File: config.mk
export PLATFORM = sky130hd
export DESIGN_NAME = regional_clock_divider
export DESIGN_NICKNAME = d
export VERILOG_FILES = /design/src/regional_clock_divider_pkg.sv /design/src/sync_delay.sv /design/src/regional_clock_divider.sv
export VERILOG_INCLUDE_DIRS = /design/src
export SDC_FILE = /design/constraint.sdc
export NUM_CORES = 1
export LEC_CHECK = 0
export BUFFER_PORTS_ARGS = -buffer_cell sky130_fd_sc_hd__buf_2
export CORE_ASPECT_RATIO = 0.6
export CORE_MARGIN = 10
export CORE_UTILIZATION = 40
export CTS_CLUSTER_DIAMETER = 100
export DETAILED_ROUTE_END_ITERATION = 16
export PLACE_DENSITY_LB_ADDON = 0.1
export SYNTH_ARGS = -nofsm -noshare
export SYNTH_HDL_FRONTEND = slang
export SYNTH_SLANG_ARGS = --single-unit
File: constraint.sdc
create_clock -name CLK_SYS -period 4.3 [get_ports CLK_SYS]
set_clock_uncertainty 0.1 [all_clocks]
set_input_delay 0.43 -clock CLK_SYS [delete_from_list [all_inputs] [get_ports CLK_SYS]]
set_output_delay 0.43 -clock CLK_SYS [all_outputs]
set_load 0.01 [all_outputs]
File: src/regional_clock_divider_consts.svh
// Offsets, field positions, reset values and timing counts of the regional clock divider
`ifndef REGIONAL_CLOCK_DIVIDER_CONSTS_SVH
`define REGIONAL_CLOCK_DIVIDER_CONSTS_SVH

`define RCD_CTRL_OFFSET 4'h0
`define RCD_STATUS_OFFSET 4'h4
`define RCD_DIV_LSB 0
`define RCD_DIV_MSB 3
`define RCD_DIV_BYPASS 4'h0
`define RCD_DIV_MIN 4'h1
`define RCD_DIV_MAX 4'h8
`define RCD_CTRL_RESET 32'h0000_0000
`define RCD_ST_RUN 0
`define RCD_ST_GSR 1
`define RCD_ST_CLR 2
`define RCD_ST_COUNT_LSB 4
`define RCD_ST_MODE_LSB 8
`define RCD_GATE_LATENCY 4
`define RCD_SYNC_STAGES 3

`endif

File: src/regional_clock_divider_pkg.sv
// Types of the regional clock divider
package regional_clock_divider_pkg;
  typedef enum logic [1:0] {
    MODE_BYPASS = 2'b00,
    MODE_DIV_ONE = 2'b01,
    MODE_DIV_N = 2'b10
  } mode_type;
endpackage

File: src/sync_delay.sv
// Input synchroniser and delay line with optional asynchronous set
`timescale 1ns/100ps
module sync_delay #(
  parameter int DEPTH = 3
) (
  // Clock and reset
  input wire logic clk,
  input wire logic rst,
  // Asynchronous set, tie low when unused
  input wire logic async_set,
  // Data
  input wire logic d,
  output logic q
);
  logic [DEPTH-1:0] stage_q;

  // Set acts at once so a held condition shows without delay; release walks the chain
  always_ff @(posedge clk or posedge async_set) begin
    if (async_set) begin
      stage_q <= '1;
    end else if (rst) begin
      stage_q <= '0;
    end else begin
      stage_q <= {stage_q[DEPTH-2:0], d};
    end
  end

  assign q = stage_q[DEPTH-1];
endmodule // sync_delay

File: src/regional_clock_divider.sv
// Regional clock buffer with integer divider, gate enable, clear and Avalon-MM control
// Operation
// - Divide setting 1 to 8 gives output at input frequency divided by setting.
// - Unconfigured divide setting means passthrough: input clock forwarded undivided.
// - Outside passthrough, output starts or stops toggling four input cycles after gate enable changes.
// - Divider clear asynchronously resets the count and, outside passthrough, holds the output low.
// - Outside passthrough, output stays static while global set/reset is high, even with enable high.
// - Output toggles four input cycles after global set/reset falls, enable high.
// - Odd divide above one: low phase is one input cycle longer than high phase.
// - All divide values share one phase alignment; passthrough may differ.
// - After clear release, toggling resumes from a freshly reset divide count.
`timescale 1ns/100ps
`include "regional_clock_divider_consts.svh"
module regional_clock_divider (
  // Clock and reset
  input wire logic CLK_SYS,
  input wire logic SYS_RST,
  // Control pins
  input wire logic CLK_GATE_EN,
  input wire logic DIVIDER_CLEAR,
  input wire logic GLOBAL_SET_RESET,
  // Clock outputs
  output logic CLK_OUT,
  output logic DIV_LEVEL,
  // Avalon-MM slave
  input wire logic [3:0] AVS_ADDRESS,
  input wire logic AVS_READ,
  input wire logic AVS_WRITE,
  input wire logic [31:0] AVS_WRITEDATA,
  input wire logic [3:0] AVS_BYTEENABLE,
  output logic [31:0] AVS_READDATA,
  output logic AVS_WAITREQUEST
);
  logic [3:0] div_q;
  logic [3:0] div_d;
  logic [2:0] count_q;
  logic [2:0] count_d;
  logic level_q;
  logic level_d;
  logic ack_q;
  logic [31:0] rdata_q;
  logic [31:0] rdata_d;
  logic ce_q;
  logic gsr_q;
  logic clr_q;
  regional_clock_divider_pkg::mode_type mode;

  // High-phase length; divide by one keeps the level high and lets the clock through
  function automatic logic [3:0] half_of(input logic [3:0] div);
    half_of = (div == `RCD_DIV_MIN) ? `RCD_DIV_MIN : {1'b0, div[3:1]};
  endfunction

  function automatic regional_clock_divider_pkg::mode_type mode_of(input logic [3:0] div);
    if (div == `RCD_DIV_MIN) begin
      mode_of = regional_clock_divider_pkg::MODE_DIV_ONE;
    end else if (div > `RCD_DIV_MIN && div <= `RCD_DIV_MAX) begin
      mode_of = regional_clock_divider_pkg::MODE_DIV_N;
    end else begin
      mode_of = regional_clock_divider_pkg::MODE_BYPASS;
    end
  endfunction

  // Pin synchronisers; enable and every release take three cycles, and the level flop adds the fourth cycle of the gate latency
  sync_delay #(.DEPTH(`RCD_SYNC_STAGES)) u_ce_sync (
    .clk(CLK_SYS),
    .rst(SYS_RST),
    .async_set(1'b0),
    .d(CLK_GATE_EN),
    .q(ce_q)
  );
  sync_delay #(.DEPTH(`RCD_SYNC_STAGES)) u_gsr_sync (
    .clk(CLK_SYS),
    .rst(SYS_RST),
    .async_set(GLOBAL_SET_RESET),
    .d(GLOBAL_SET_RESET),
    .q(gsr_q)
  );
  sync_delay #(.DEPTH(`RCD_SYNC_STAGES)) u_clr_sync (
    .clk(CLK_SYS),
    .rst(SYS_RST),
    .async_set(DIVIDER_CLEAR),
    .d(DIVIDER_CLEAR),
    .q(clr_q)
  );

  // Divider control; passthrough ignores enable and clear
  wire run_d = ce_q & ~gsr_q & ~clr_q & (mode != regional_clock_divider_pkg::MODE_BYPASS);
  wire [2:0] last_count = 3'(div_q - `RCD_DIV_MIN);
  assign mode = mode_of(div_q);

  always_comb begin
    count_d = 3'h0;
    level_d = 1'b0;
    if (run_d) begin
      count_d = (count_q == last_count) ? 3'h0 : 3'(count_q + 3'h1);
      level_d = {1'b0, count_q} < half_of(div_q);
    end
  end

  // Clear is asynchronous so the output drops without waiting for a clock
  always_ff @(posedge CLK_SYS or posedge DIVIDER_CLEAR) begin
    if (DIVIDER_CLEAR) begin
      count_q <= 3'h0;
      level_q <= 1'b0;
    end else if (SYS_RST) begin
      count_q <= 3'h0;
      level_q <= 1'b0;
    end else begin
      count_q <= count_d;
      level_q <= level_d;
    end
  end

  // Gated level; divide by one ANDs the input clock with a flop level, so its first and last pulse may be short
  wire level_gated = level_q & ~gsr_q & ~clr_q;
  always_comb begin
    case (mode)
      regional_clock_divider_pkg::MODE_BYPASS: CLK_OUT = CLK_SYS;
      regional_clock_divider_pkg::MODE_DIV_ONE: CLK_OUT = CLK_SYS & level_gated;
      regional_clock_divider_pkg::MODE_DIV_N: CLK_OUT = level_gated;
      default: CLK_OUT = 1'b0;
    endcase
  end
  assign DIV_LEVEL = level_q;

  // Avalon slave: one wait state; read data is registered as acknowledge rises, write lands at the acknowledge edge
  wire req = (AVS_READ | AVS_WRITE) & ~ack_q;
  wire sel_ctrl = AVS_ADDRESS == `RCD_CTRL_OFFSET;
  wire sel_status = AVS_ADDRESS == `RCD_STATUS_OFFSET;
  wire do_write = AVS_WRITE & ack_q & sel_ctrl & AVS_BYTEENABLE[0];
  assign div_d = do_write ? AVS_WRITEDATA[`RCD_DIV_MSB:`RCD_DIV_LSB] : div_q;
  assign AVS_WAITREQUEST = ~ack_q;
  assign AVS_READDATA = rdata_q;

  always_comb begin
    rdata_d = rdata_q;
    if (req & AVS_READ) begin
      rdata_d = 32'h0000_0000;
      if (sel_ctrl) begin
        rdata_d[`RCD_DIV_MSB:`RCD_DIV_LSB] = div_q;
      end else if (sel_status) begin
        rdata_d[`RCD_ST_RUN] = level_gated | (count_q != 3'h0);
        rdata_d[`RCD_ST_GSR] = gsr_q;
        rdata_d[`RCD_ST_CLR] = clr_q;
        rdata_d[`RCD_ST_COUNT_LSB +: 3] = count_q;
        rdata_d[`RCD_ST_MODE_LSB +: 2] = mode;
      end
    end
  end

  always_ff @(posedge CLK_SYS) begin
    if (SYS_RST) begin
      ack_q <= 1'b0;
      rdata_q <= 32'h0000_0000;
      div_q <= 4'(`RCD_CTRL_RESET);
    end else begin
      ack_q <= req;
      rdata_q <= rdata_d;
      div_q <= div_d;
    end
  end

  // Checks
  a_gate_start:
    assert property (@(posedge CLK_SYS) disable iff (SYS_RST)
      $rose(level_q) |-> $past(CLK_GATE_EN, `RCD_GATE_LATENCY))
    else $error("output started without enable four cycles earlier");
  a_gate_stop:
    assert property (@(posedge CLK_SYS) disable iff (SYS_RST)
      (!CLK_GATE_EN && !DIVIDER_CLEAR) [*4] |=> !level_q)
    else $error("output still toggling four cycles after enable low");
  a_clear_low:
    assert property (@(posedge CLK_SYS) disable iff (SYS_RST)
      DIVIDER_CLEAR |-> !level_q && count_q == 3'h0)
    else $error("clear did not hold divider low");
  a_gsr_static:
    assert property (@(posedge CLK_SYS) disable iff (SYS_RST)
      GLOBAL_SET_RESET |=> !level_q)
    else $error("output toggled during global set reset");
  a_gsr_release:
    assert property (@(posedge CLK_SYS) disable iff (SYS_RST)
      $rose(level_q) |-> !$past(GLOBAL_SET_RESET, 1) && !$past(GLOBAL_SET_RESET, 2)
        && !$past(GLOBAL_SET_RESET, 3) && !$past(GLOBAL_SET_RESET, 4))
    else $error("output started too soon after global set reset");
  a_phase_align:
    assert property (@(posedge CLK_SYS) disable iff (SYS_RST)
      $rose(level_q) |-> $past(count_q) == 3'h0)
    else $error("high phase not aligned to count zero");
  a_fresh_count:
    assert property (@(posedge CLK_SYS) disable iff (SYS_RST)
      $fell(clr_q) |-> count_q == 3'h0)
    else $error("count not fresh after clear release");
  a_count_wrap:
    assert property (@(posedge CLK_SYS) disable iff (SYS_RST || DIVIDER_CLEAR)
      run_d && count_q == last_count |=> count_q == 3'h0)
    else $error("divide count did not wrap at setting");
  a_high_phase:
    assert property (@(posedge CLK_SYS) disable iff (SYS_RST || DIVIDER_CLEAR)
      run_d && mode == regional_clock_divider_pkg::MODE_DIV_N && {1'b0, count_q} < {1'b0, div_q[3:1]} |=> level_q)
    else $error("high phase too short");
  a_low_phase:
    assert property (@(posedge CLK_SYS) disable iff (SYS_RST || DIVIDER_CLEAR)
      run_d && mode == regional_clock_divider_pkg::MODE_DIV_N && {1'b0, count_q} >= {1'b0, div_q[3:1]} |=> !level_q)
    else $error("low phase too short");
  a_div_one_high:
    assert property (@(posedge CLK_SYS) disable iff (SYS_RST || DIVIDER_CLEAR)
      run_d && mode == regional_clock_divider_pkg::MODE_DIV_ONE |=> level_q)
    else $error("divide by one level not held high");
  a_clear_output:
    assert property (@(posedge CLK_SYS) disable iff (SYS_RST)
      DIVIDER_CLEAR && mode != regional_clock_divider_pkg::MODE_BYPASS |-> !CLK_OUT)
    else $error("clock output not low during clear");
  a_gsr_output:
    assert property (@(posedge CLK_SYS) disable iff (SYS_RST)
      GLOBAL_SET_RESET && mode != regional_clock_divider_pkg::MODE_BYPASS |-> !CLK_OUT)
    else $error("clock output not static during global set reset");
  a_bus_one_wait:
    assert property (@(posedge CLK_SYS) disable iff (SYS_RST)
      !AVS_WAITREQUEST |=> AVS_WAITREQUEST)
    else $error("waitrequest low for more than one cycle");
endmodule // regional_clock_divider

==> results.sh, run 1 <==
export IMPL_design_area_mm2=0.001579
export IMPL_seq_power_share=0.481
export IMPL_rows=16
export IMPL_vias=1031
export IMPL_yosysUniqueCellTypes=33
export IMPL_core_area_mm2=0.003323
export IMPL_p_total_mw=0.5385
export IMPL_clock_latency_ns=0.37
export IMPL_syn_instance_count=154
export IMPL_hold_viol_final=0
export IMPL_initial_utilization=0.4228
export IMPL_yosysWarnings=0
export IMPL_die_x_um=96.52
export IMPL_antenna_found_initial=0
export IMPL_reg2reg_from="div_q[0]$_SDFFE_PP0P_"
export IMPL_path_class="clk2out"
export IMPL_rsz0062_at_grt="no"
export IMPL_cts_resized=0
export IMPL_area_delta_synth_final_pct=12.38
export IMPL_placed_cells=220
export IMPL_crit_end="CLK_OUT"
export IMPL_worstRegToRegCells=6
export IMPL_slew_violations=0
export IMPL_slowest_delay_ns=0.15
export IMPL_final_net_count=237
export IMPL_drtAntennaViolNets=0
export IMPL_avgRoutedWirePerCell_um=13.50
export IMPL_die_area_mm2=0.006361
export IMPL_power_share_clock=0.447
export IMPL_switching_share=0.2470
export IMPL_crit_chain="clkbuf_8 -> clkbuf_8 -> nor2_1 -> a21oi_1 -> buf_2"
export IMPL_gp_congestion=0.8170
export IMPL_startpoint="CLK_SYS"
export IMPL_drcViolationCount=0
export IMPL_layout_drive_gt1_share=0.2350
export IMPL_fillers=344
export IMPL_fp_dieH_um=65.91
export IMPL_synth_top_area_frac=0.2422
export IMPL_drt_pass1_iterations=6
export IMPL_end_kind="primary output"
export IMPL_critPathMaxFanout=2
export IMPL_grt_pass1_vias=1113
export IMPL_boundaryPins=82
export IMPL_finalNonFillerCells=228
export IMPL_yosysSeqAreaShare=0.4256
export IMPL_p_comb_frac=0.072
export IMPL_arrival_ns=2.68
export IMPL_syn_area_per_cell_um2=9.124
export IMPL_clk_pin_slew_ns=0.09
export IMPL_diodes=0
export IMPL_rrSetupSlack_ns=2.50
export IMPL_tns_ns=0
export IMPL_mappedNetlistArea_mm2=0.001405
export IMPL_p_leak_nw=0.7019
export IMPL_cellPowerDensity_mw_per_mm2=341.0
export IMPL_required_ns=3.77
export IMPL_vdd_drop_max_mv=0.1270
export IMPL_grt_pass1_wl_um=4899
export IMPL_grt_use_total=0.09914
export IMPL_ys_ff_latch=27
export IMPL_cp_start_kind="clock port"
export IMPL_hold_slack_ns=0.01026
export IMPL_status="finished clean"
export IMPL_dpl_hpwl_um=2456
export IMPL_cap_violations=0
export IMPL_p_int_mw=0.4055
export IMPL_post_synth_top_area_cell="dfxtp_1"
export IMPL_r2r_end="count_q[2]$_DFF_PP0_"
export IMPL_cp_common_cell="clkbuf_8"
export IMPL_routed_wl_um=3079
export IMPL_setup_viol=0
export IMPL_p_switching_mw=0.1330
export IMPL_tritoncts="yes"
export IMPL_via_per_inst=4.522
export IMPL_slowest_stage="buf_2"
export IMPL_drt_initial_drc_count=28
export IMPL_dpl_cell_area_mm2=0.001483
export IMPL_grt_max_degree=25
export IMPL_synthTopCellsByArea="dfxtp_1 24%, buf_4 13%, dfstp_2 11%, dfrtp_1 7.1%, ha_1 5.3%"
export IMPL_hold_path_class="in2async"
export IMPL_place_port_buffers=27
export IMPL_grt_ovfl_total=0
-- worst max-delay path, delay by kind of cell --
kind	cells	cell delay, ns
buf+inv	3	0.38
simple gates	1	0.10
compound gates	1	0.05
-- stage by stage --
step	worst slack, ns	util
final	1.087	0.4752
after detailed placement	1.364	0.4462
after global placement	1.364	0.4462
after floorplan	1.474	-
after global routing	1.075	0.4752
after CTS	1.080	0.4752
-- timing repair --
action,CTS,global route
setup endpoints to repair,0,0
endpoints found under the hold margin,4,0
buffers inserted,0,0
hold buffers,1,0
-- synthesized netlist by cell type, drive strengths merged --
master / number
a211oi: 1
a21oi: 10
and2b: 1
and4: 1
and4b: 1
buf: 25
clkbuf: 3
conb: 1
dfrtp: 4
dfstp: 6
dfxtp: 17
ha: 6
inv: 11
mux2: 1
mux2i: 7
nand2: 9
nand2b: 1
nand3: 6
nor2: 17
nor2b: 8
nor3: 3
nor3b: 1
nor4: 1
nor4b: 1
o211ai: 1
o21ai: 2
o21bai: 1
o311ai: 1
or3: 2
xnor2: 5
-- final cells by class --
cell class	instances	area, um2	area share
clock buffers	8	91.34	0.05784
inverters	11	41.29	0.02615
multi-input cells	110	651.9	0.4128
flip-flops and latches	27	598.1	0.3788
well taps	45	56.30	0.03566
repair buffers	27	140.1	0.08875
-- logic make-up (layout without fill, tap and decap cells) --
family / count (synthesis) / after routing / share of synthesized area
multiplexers: 8 / 8 / 0.05788
flip-flops: 27 / 27 / 0.4257
AO/OA/AOI/OAI: 16 / 16 / 0.06501
other: 1 / 23 / 0.002669
buffers and inverters: 39 / 46 / 0.1692
adder cells (fa/ha/maj): 6 / 6 / 0.05343
AND/OR/NAND/NOR: 52 / 52 / 0.1950
XOR/XNOR: 5 / 5 / 0.03117
-- state kept, by name, summed over array words and instances (netlist names) --
signal	cells
DIV_LEVEL	1
count_q	3
u_clr_sync.stage_q	3
div_q	4
u_ce_sync.stage_q	3
ack_q	1
u_gsr_sync.stage_q	3
AVS_READDATA	9
-- worst min path at each step --
stage,startpoint,to,cells after the start
global route,GLOBAL_SET_RESET,u_gsr_sync.stage_q[0]$_DFF_PP1_,2
finish,GLOBAL_SET_RESET,u_gsr_sync.stage_q[0]$_DFF_PP1_,2
global placement,DIVIDER_CLEAR,count_q[0]$_DFF_PP0_,2
detailed placement,DIVIDER_CLEAR,count_q[1]$_DFF_PP0_,2
floorplan,DIVIDER_CLEAR,DIV_LEVEL$_DFF_PP0_,1
CTS,GLOBAL_SET_RESET,u_gsr_sync.stage_q[0]$_DFF_PP1_,2
-- power by group through the flow --
stage	logic, mW	clock network, mW	registers, mW
2_1_floorplan	0.0408	0.0145	0.264
3_3_place_gp	0.0363	0.0224	0.264
3_5_place_dp	0.0372	0.0224	0.265
4_1_cts	0.0380	0.253	0.259
5_1_grt	0.0437	0.260	0.260
6_report	0.0386	0.241	0.259
-- metal layers --
metal,routed length (um),track usage,vias to the layer above
met5,0,0,-
met4,0,0.01986,0
met3,387,0.06803,0
met2,1299,0.1537,44
met1,1392,0.1106,475
li1,-,-,512
-- layout by cell type (no fill, tap or decap), drive strengths merged, types with 2 or more instances in the layout --
master,Yosys,final
xnor2,5,5
inv,11,11
or3,2,2
conb,1,23
nand3,6,6
dfstp,6,6
buf,25,27
nor3,3,3
dfxtp,17,17
o21ai,2,2
clkbuf,3,7
nand2,9,9
dfrtp,4,4
nor2b,8,8
mux2i,7,7
ha,6,6
a21oi,10,10
nor2,17,17
No activity file was read; power rests on OpenSTA's default activity.
==> inputs of run 2 (changes only) <==
--- a/config.mk
+++ b/config.mk
@@ -6,6 +6,7 @@
 export SDC_FILE = /design/constraint.sdc
 export NUM_CORES = 1
 export LEC_CHECK = 0
+export ABC_AREA = 1
 export BUFFER_PORTS_ARGS = -buffer_cell sky130_fd_sc_hd__buf_2
 export CORE_ASPECT_RATIO = 0.6
 export CORE_MARGIN = 10
==> constraint.sdc (replaced) <==
create_clock -name CLK_SYS -period 3.3 [get_ports CLK_SYS]
set_clock_uncertainty 0.1 [all_clocks]
set_input_delay 0.33 -clock CLK_SYS [delete_from_list [all_inputs] [get_ports CLK_SYS]]
set_output_delay 0.33 -clock CLK_SYS [all_outputs]
set_load 0.01 [all_outputs]
==> run 2 against run 1 <==
Final area grew 6.4%. Via count grew 13%. Clock power grew 30%. Hold slack gained 0.040 ns. Flip-flop and latch count is the same. Largest power group unchanged. Setup slack lost 0.39 ns. Highest routed layer is now met4. Combinational power grew 47%. Largest cell class unchanged.
==> results.sh, run 2 <==
export IMPL_drtAntennaViolNets=0
export IMPL_p_leak_nw=0.8783
export IMPL_area_sequential_um2=598.1
export IMPL_syn_instance_count=196
export IMPL_synth_common_cells="42 x nand2_1, 24 x inv_1, 24 x nor2_1, 23 x buf_4, 17 x dfxtp_1"
export IMPL_final_common_cell="nand2_1"
export IMPL_yosysWarnings=0
export IMPL_multi_input_comb_area_um2=673.1
export IMPL_drt_initial_drc_count=25
export IMPL_synthTopCellsByArea="dfxtp_1 23%, buf_4 12%, dfstp_2 11%, nand2_1 11%, dfrtp_1 6.7%"
export IMPL_grt_max_degree=23
export IMPL_rsz0062_at_grt="no"
export IMPL_cp_start_kind="clock port"
export IMPL_grt_use_total=0.09861
export IMPL_via_per_inst=4.247
export IMPL_grt_ovfl_total=0
export IMPL_cap_violations=0
export IMPL_diodes=0
export IMPL_grt_pass1_wl_um=5195
export IMPL_place_port_buffers=27
export IMPL_avgRoutedWirePerCell_um=11.30
export IMPL_tritoncts="yes"
export IMPL_ys_async_sr_fraction=0.3704
export IMPL_grt_pass1_vias=1178
export IMPL_drcViolationCount=0
export IMPL_slew_violations=0
export IMPL_initial_utilization=0.4118
export IMPL_path_class="clk2out"
export IMPL_slowest_stage="buf_2"
export IMPL_vdd_drop_max_mv=0.2099
export IMPL_synth_top_area_frac=0.2286
export IMPL_gp_congestion=0.7537
export IMPL_status="finished clean"
export IMPL_synth_edf_count=0
export IMPL_vias=1168
export IMPL_ys_ff_latch=27
export IMPL_cp_common_cell="clkbuf_8"
export IMPL_layout_drive_gt1_share=0.2281
export IMPL_syn_area_per_cell_um2=7.597
export IMPL_postCtsSetupRepairBufs=0
export IMPL_largest_register_ffs=9
export IMPL_hold_slack_ns=0.04994
export IMPL_required_ns=2.87
export IMPL_setup_viol=0
export IMPL_tns_ns=0
export IMPL_mappedNetlistArea_mm2=0.001489
export IMPL_end_kind="primary output"
export IMPL_final_net_count=282
export IMPL_cellPowerDensity_mw_per_mm2=421.3
export IMPL_routed_wl_um=3107
export IMPL_clock_latency_ns=0.38
export IMPL_rows=17
export IMPL_rrSetupSlack_ns=1.79
export IMPL_die_area_mm2=0.006643
export IMPL_fillers=387
export IMPL_die_x_um=98.77
export IMPL_drt_pass1_iterations=4
export IMPL_critPathMaxFanout=2
export IMPL_final_cell_mix="42 x nand2_1, 27 x buf_2, 24 x inv_1, 24 x nor2_1, 23 x conb_1"
export IMPL_core_area_mm2=0.003616
export IMPL_arrival_ns=2.17
export IMPL_synth_ff_type="dfxtp_1"
export IMPL_clk_pin_slew_ns=0.09
export IMPL_yosysUniqueCellTypes=26
export IMPL_hold_path_class="in2reg"
export IMPL_yosysSeqAreaShare=0.4017
export IMPL_critical_path_buf_inv_count=3
export IMPL_yosysMostFrequentCell="nand2_1"
export IMPL_slowest_delay_ns=0.14
export IMPL_hold_viol_final=0
export IMPL_crit_chain="clkbuf_8 -> clkbuf_8 -> nor2_1 -> a21oi_1 -> buf_2"
export IMPL_critical_path_top_delay_family="buffers and inverters"
export IMPL_area_delta_synth_final_pct=12.86
export IMPL_fp_dieH_um=67.26
export IMPL_boundaryPins=82
export IMPL_dpl_hpwl_um=2506
export IMPL_post_synth_top_area_cell="dfxtp_1"
export IMPL_antenna_found_initial=0
## run 2: metal layers
layer  track usage  wire length (um)
met5             0                 0
met4       0.07651                65
met3       0.05092               281
met2        0.1303              1246
met1        0.1189              1514
## run 2: cell families (layout without fill, tap and decap cells)
| kind of cell | Yosys count | count (layout) | share of synthesized area |
|---|---|---|---|
| compound gates | 15 | 15 | 0.05546 |
| xor+xnor | 3 | 3 | 0.01765 |
| fa+ha+maj | 6 | 6 | 0.05042 |
| buf+inv | 55 | 65 | 0.2017 |
| flops | 27 | 27 | 0.4017 |
| other cells | 1 | 23 | 0.002519 |
| simple gates | 89 | 89 | 0.2706 |
## run 2: final timing paths
path,from,to,cells after the start
min reg2reg,u_ce_sync.stage_q[1]$_SDFF_PP0_,u_ce_sync.stage_q[2]$_SDFF_PP0_,2
min,CLK_GATE_EN,u_ce_sync.stage_q[0]$_SDFF_PP0_,3
max in group asynchronous,DIVIDER_CLEAR,u_clr_sync.stage_q[2]$_DFF_PP1_,3
min in group asynchronous,DIVIDER_CLEAR,count_q[1]$_DFF_PP0_,3
max reg2reg,div_q[0]$_SDFFE_PP0P_,count_q[2]$_DFF_PP0_,10
max,CLK_SYS,CLK_OUT,5
## run 2: where the power goes
part | internal [mW] | switching [mW] | total, mW | leakage, nW
logic | 0.0163 | 0.0406 | 0.0569 | 0.571
clock network | 0.178 | 0.136 | 0.314 | 0.0517
registers | 0.335 | 0.00220 | 0.337 | 0.256
total | 0.530 | 0.178 | 0.708 | 0.878
## run 2: tightest hold or removal path, cell delays in order
cell and delay, ns:
buf_2 0.09, inv_1 0.04, nor2_1 0.03
## run 2: what timing repair did
action / in CTS / in global routing
endpoints found under the hold margin: 7 / 0
gates resized for setup: 0 / 0
hold buffers: 2 / 0
## run 2: through the flow
step | worst slack, ns | instances | utilization | instance area (um2) | total power, mW
floorplan | 1.074 | 218 | - | 1572 | 0.4225
global placement | 0.9764 | 266 | 0.4353 | 1574 | 0.4259
detailed placement | 0.9762 | 266 | 0.4353 | 1574 | 0.4273
CTS | 0.6817 | 275 | 0.4647 | 1680 | 0.7256
global route | 0.6493 | 275 | 0.4647 | 1680 | 0.7508
finish | 0.7022 | 275 | 0.4647 | 1680 | 0.7079
## run 2: final cells by class
cell class	count	share of cell area
clock buffers	8	0.05436
inverters	29	0.06478
multi-input cells	136	0.4006
flip-flops and latches	27	0.3559
well taps	47	0.03500
repair buffers	28	0.08935
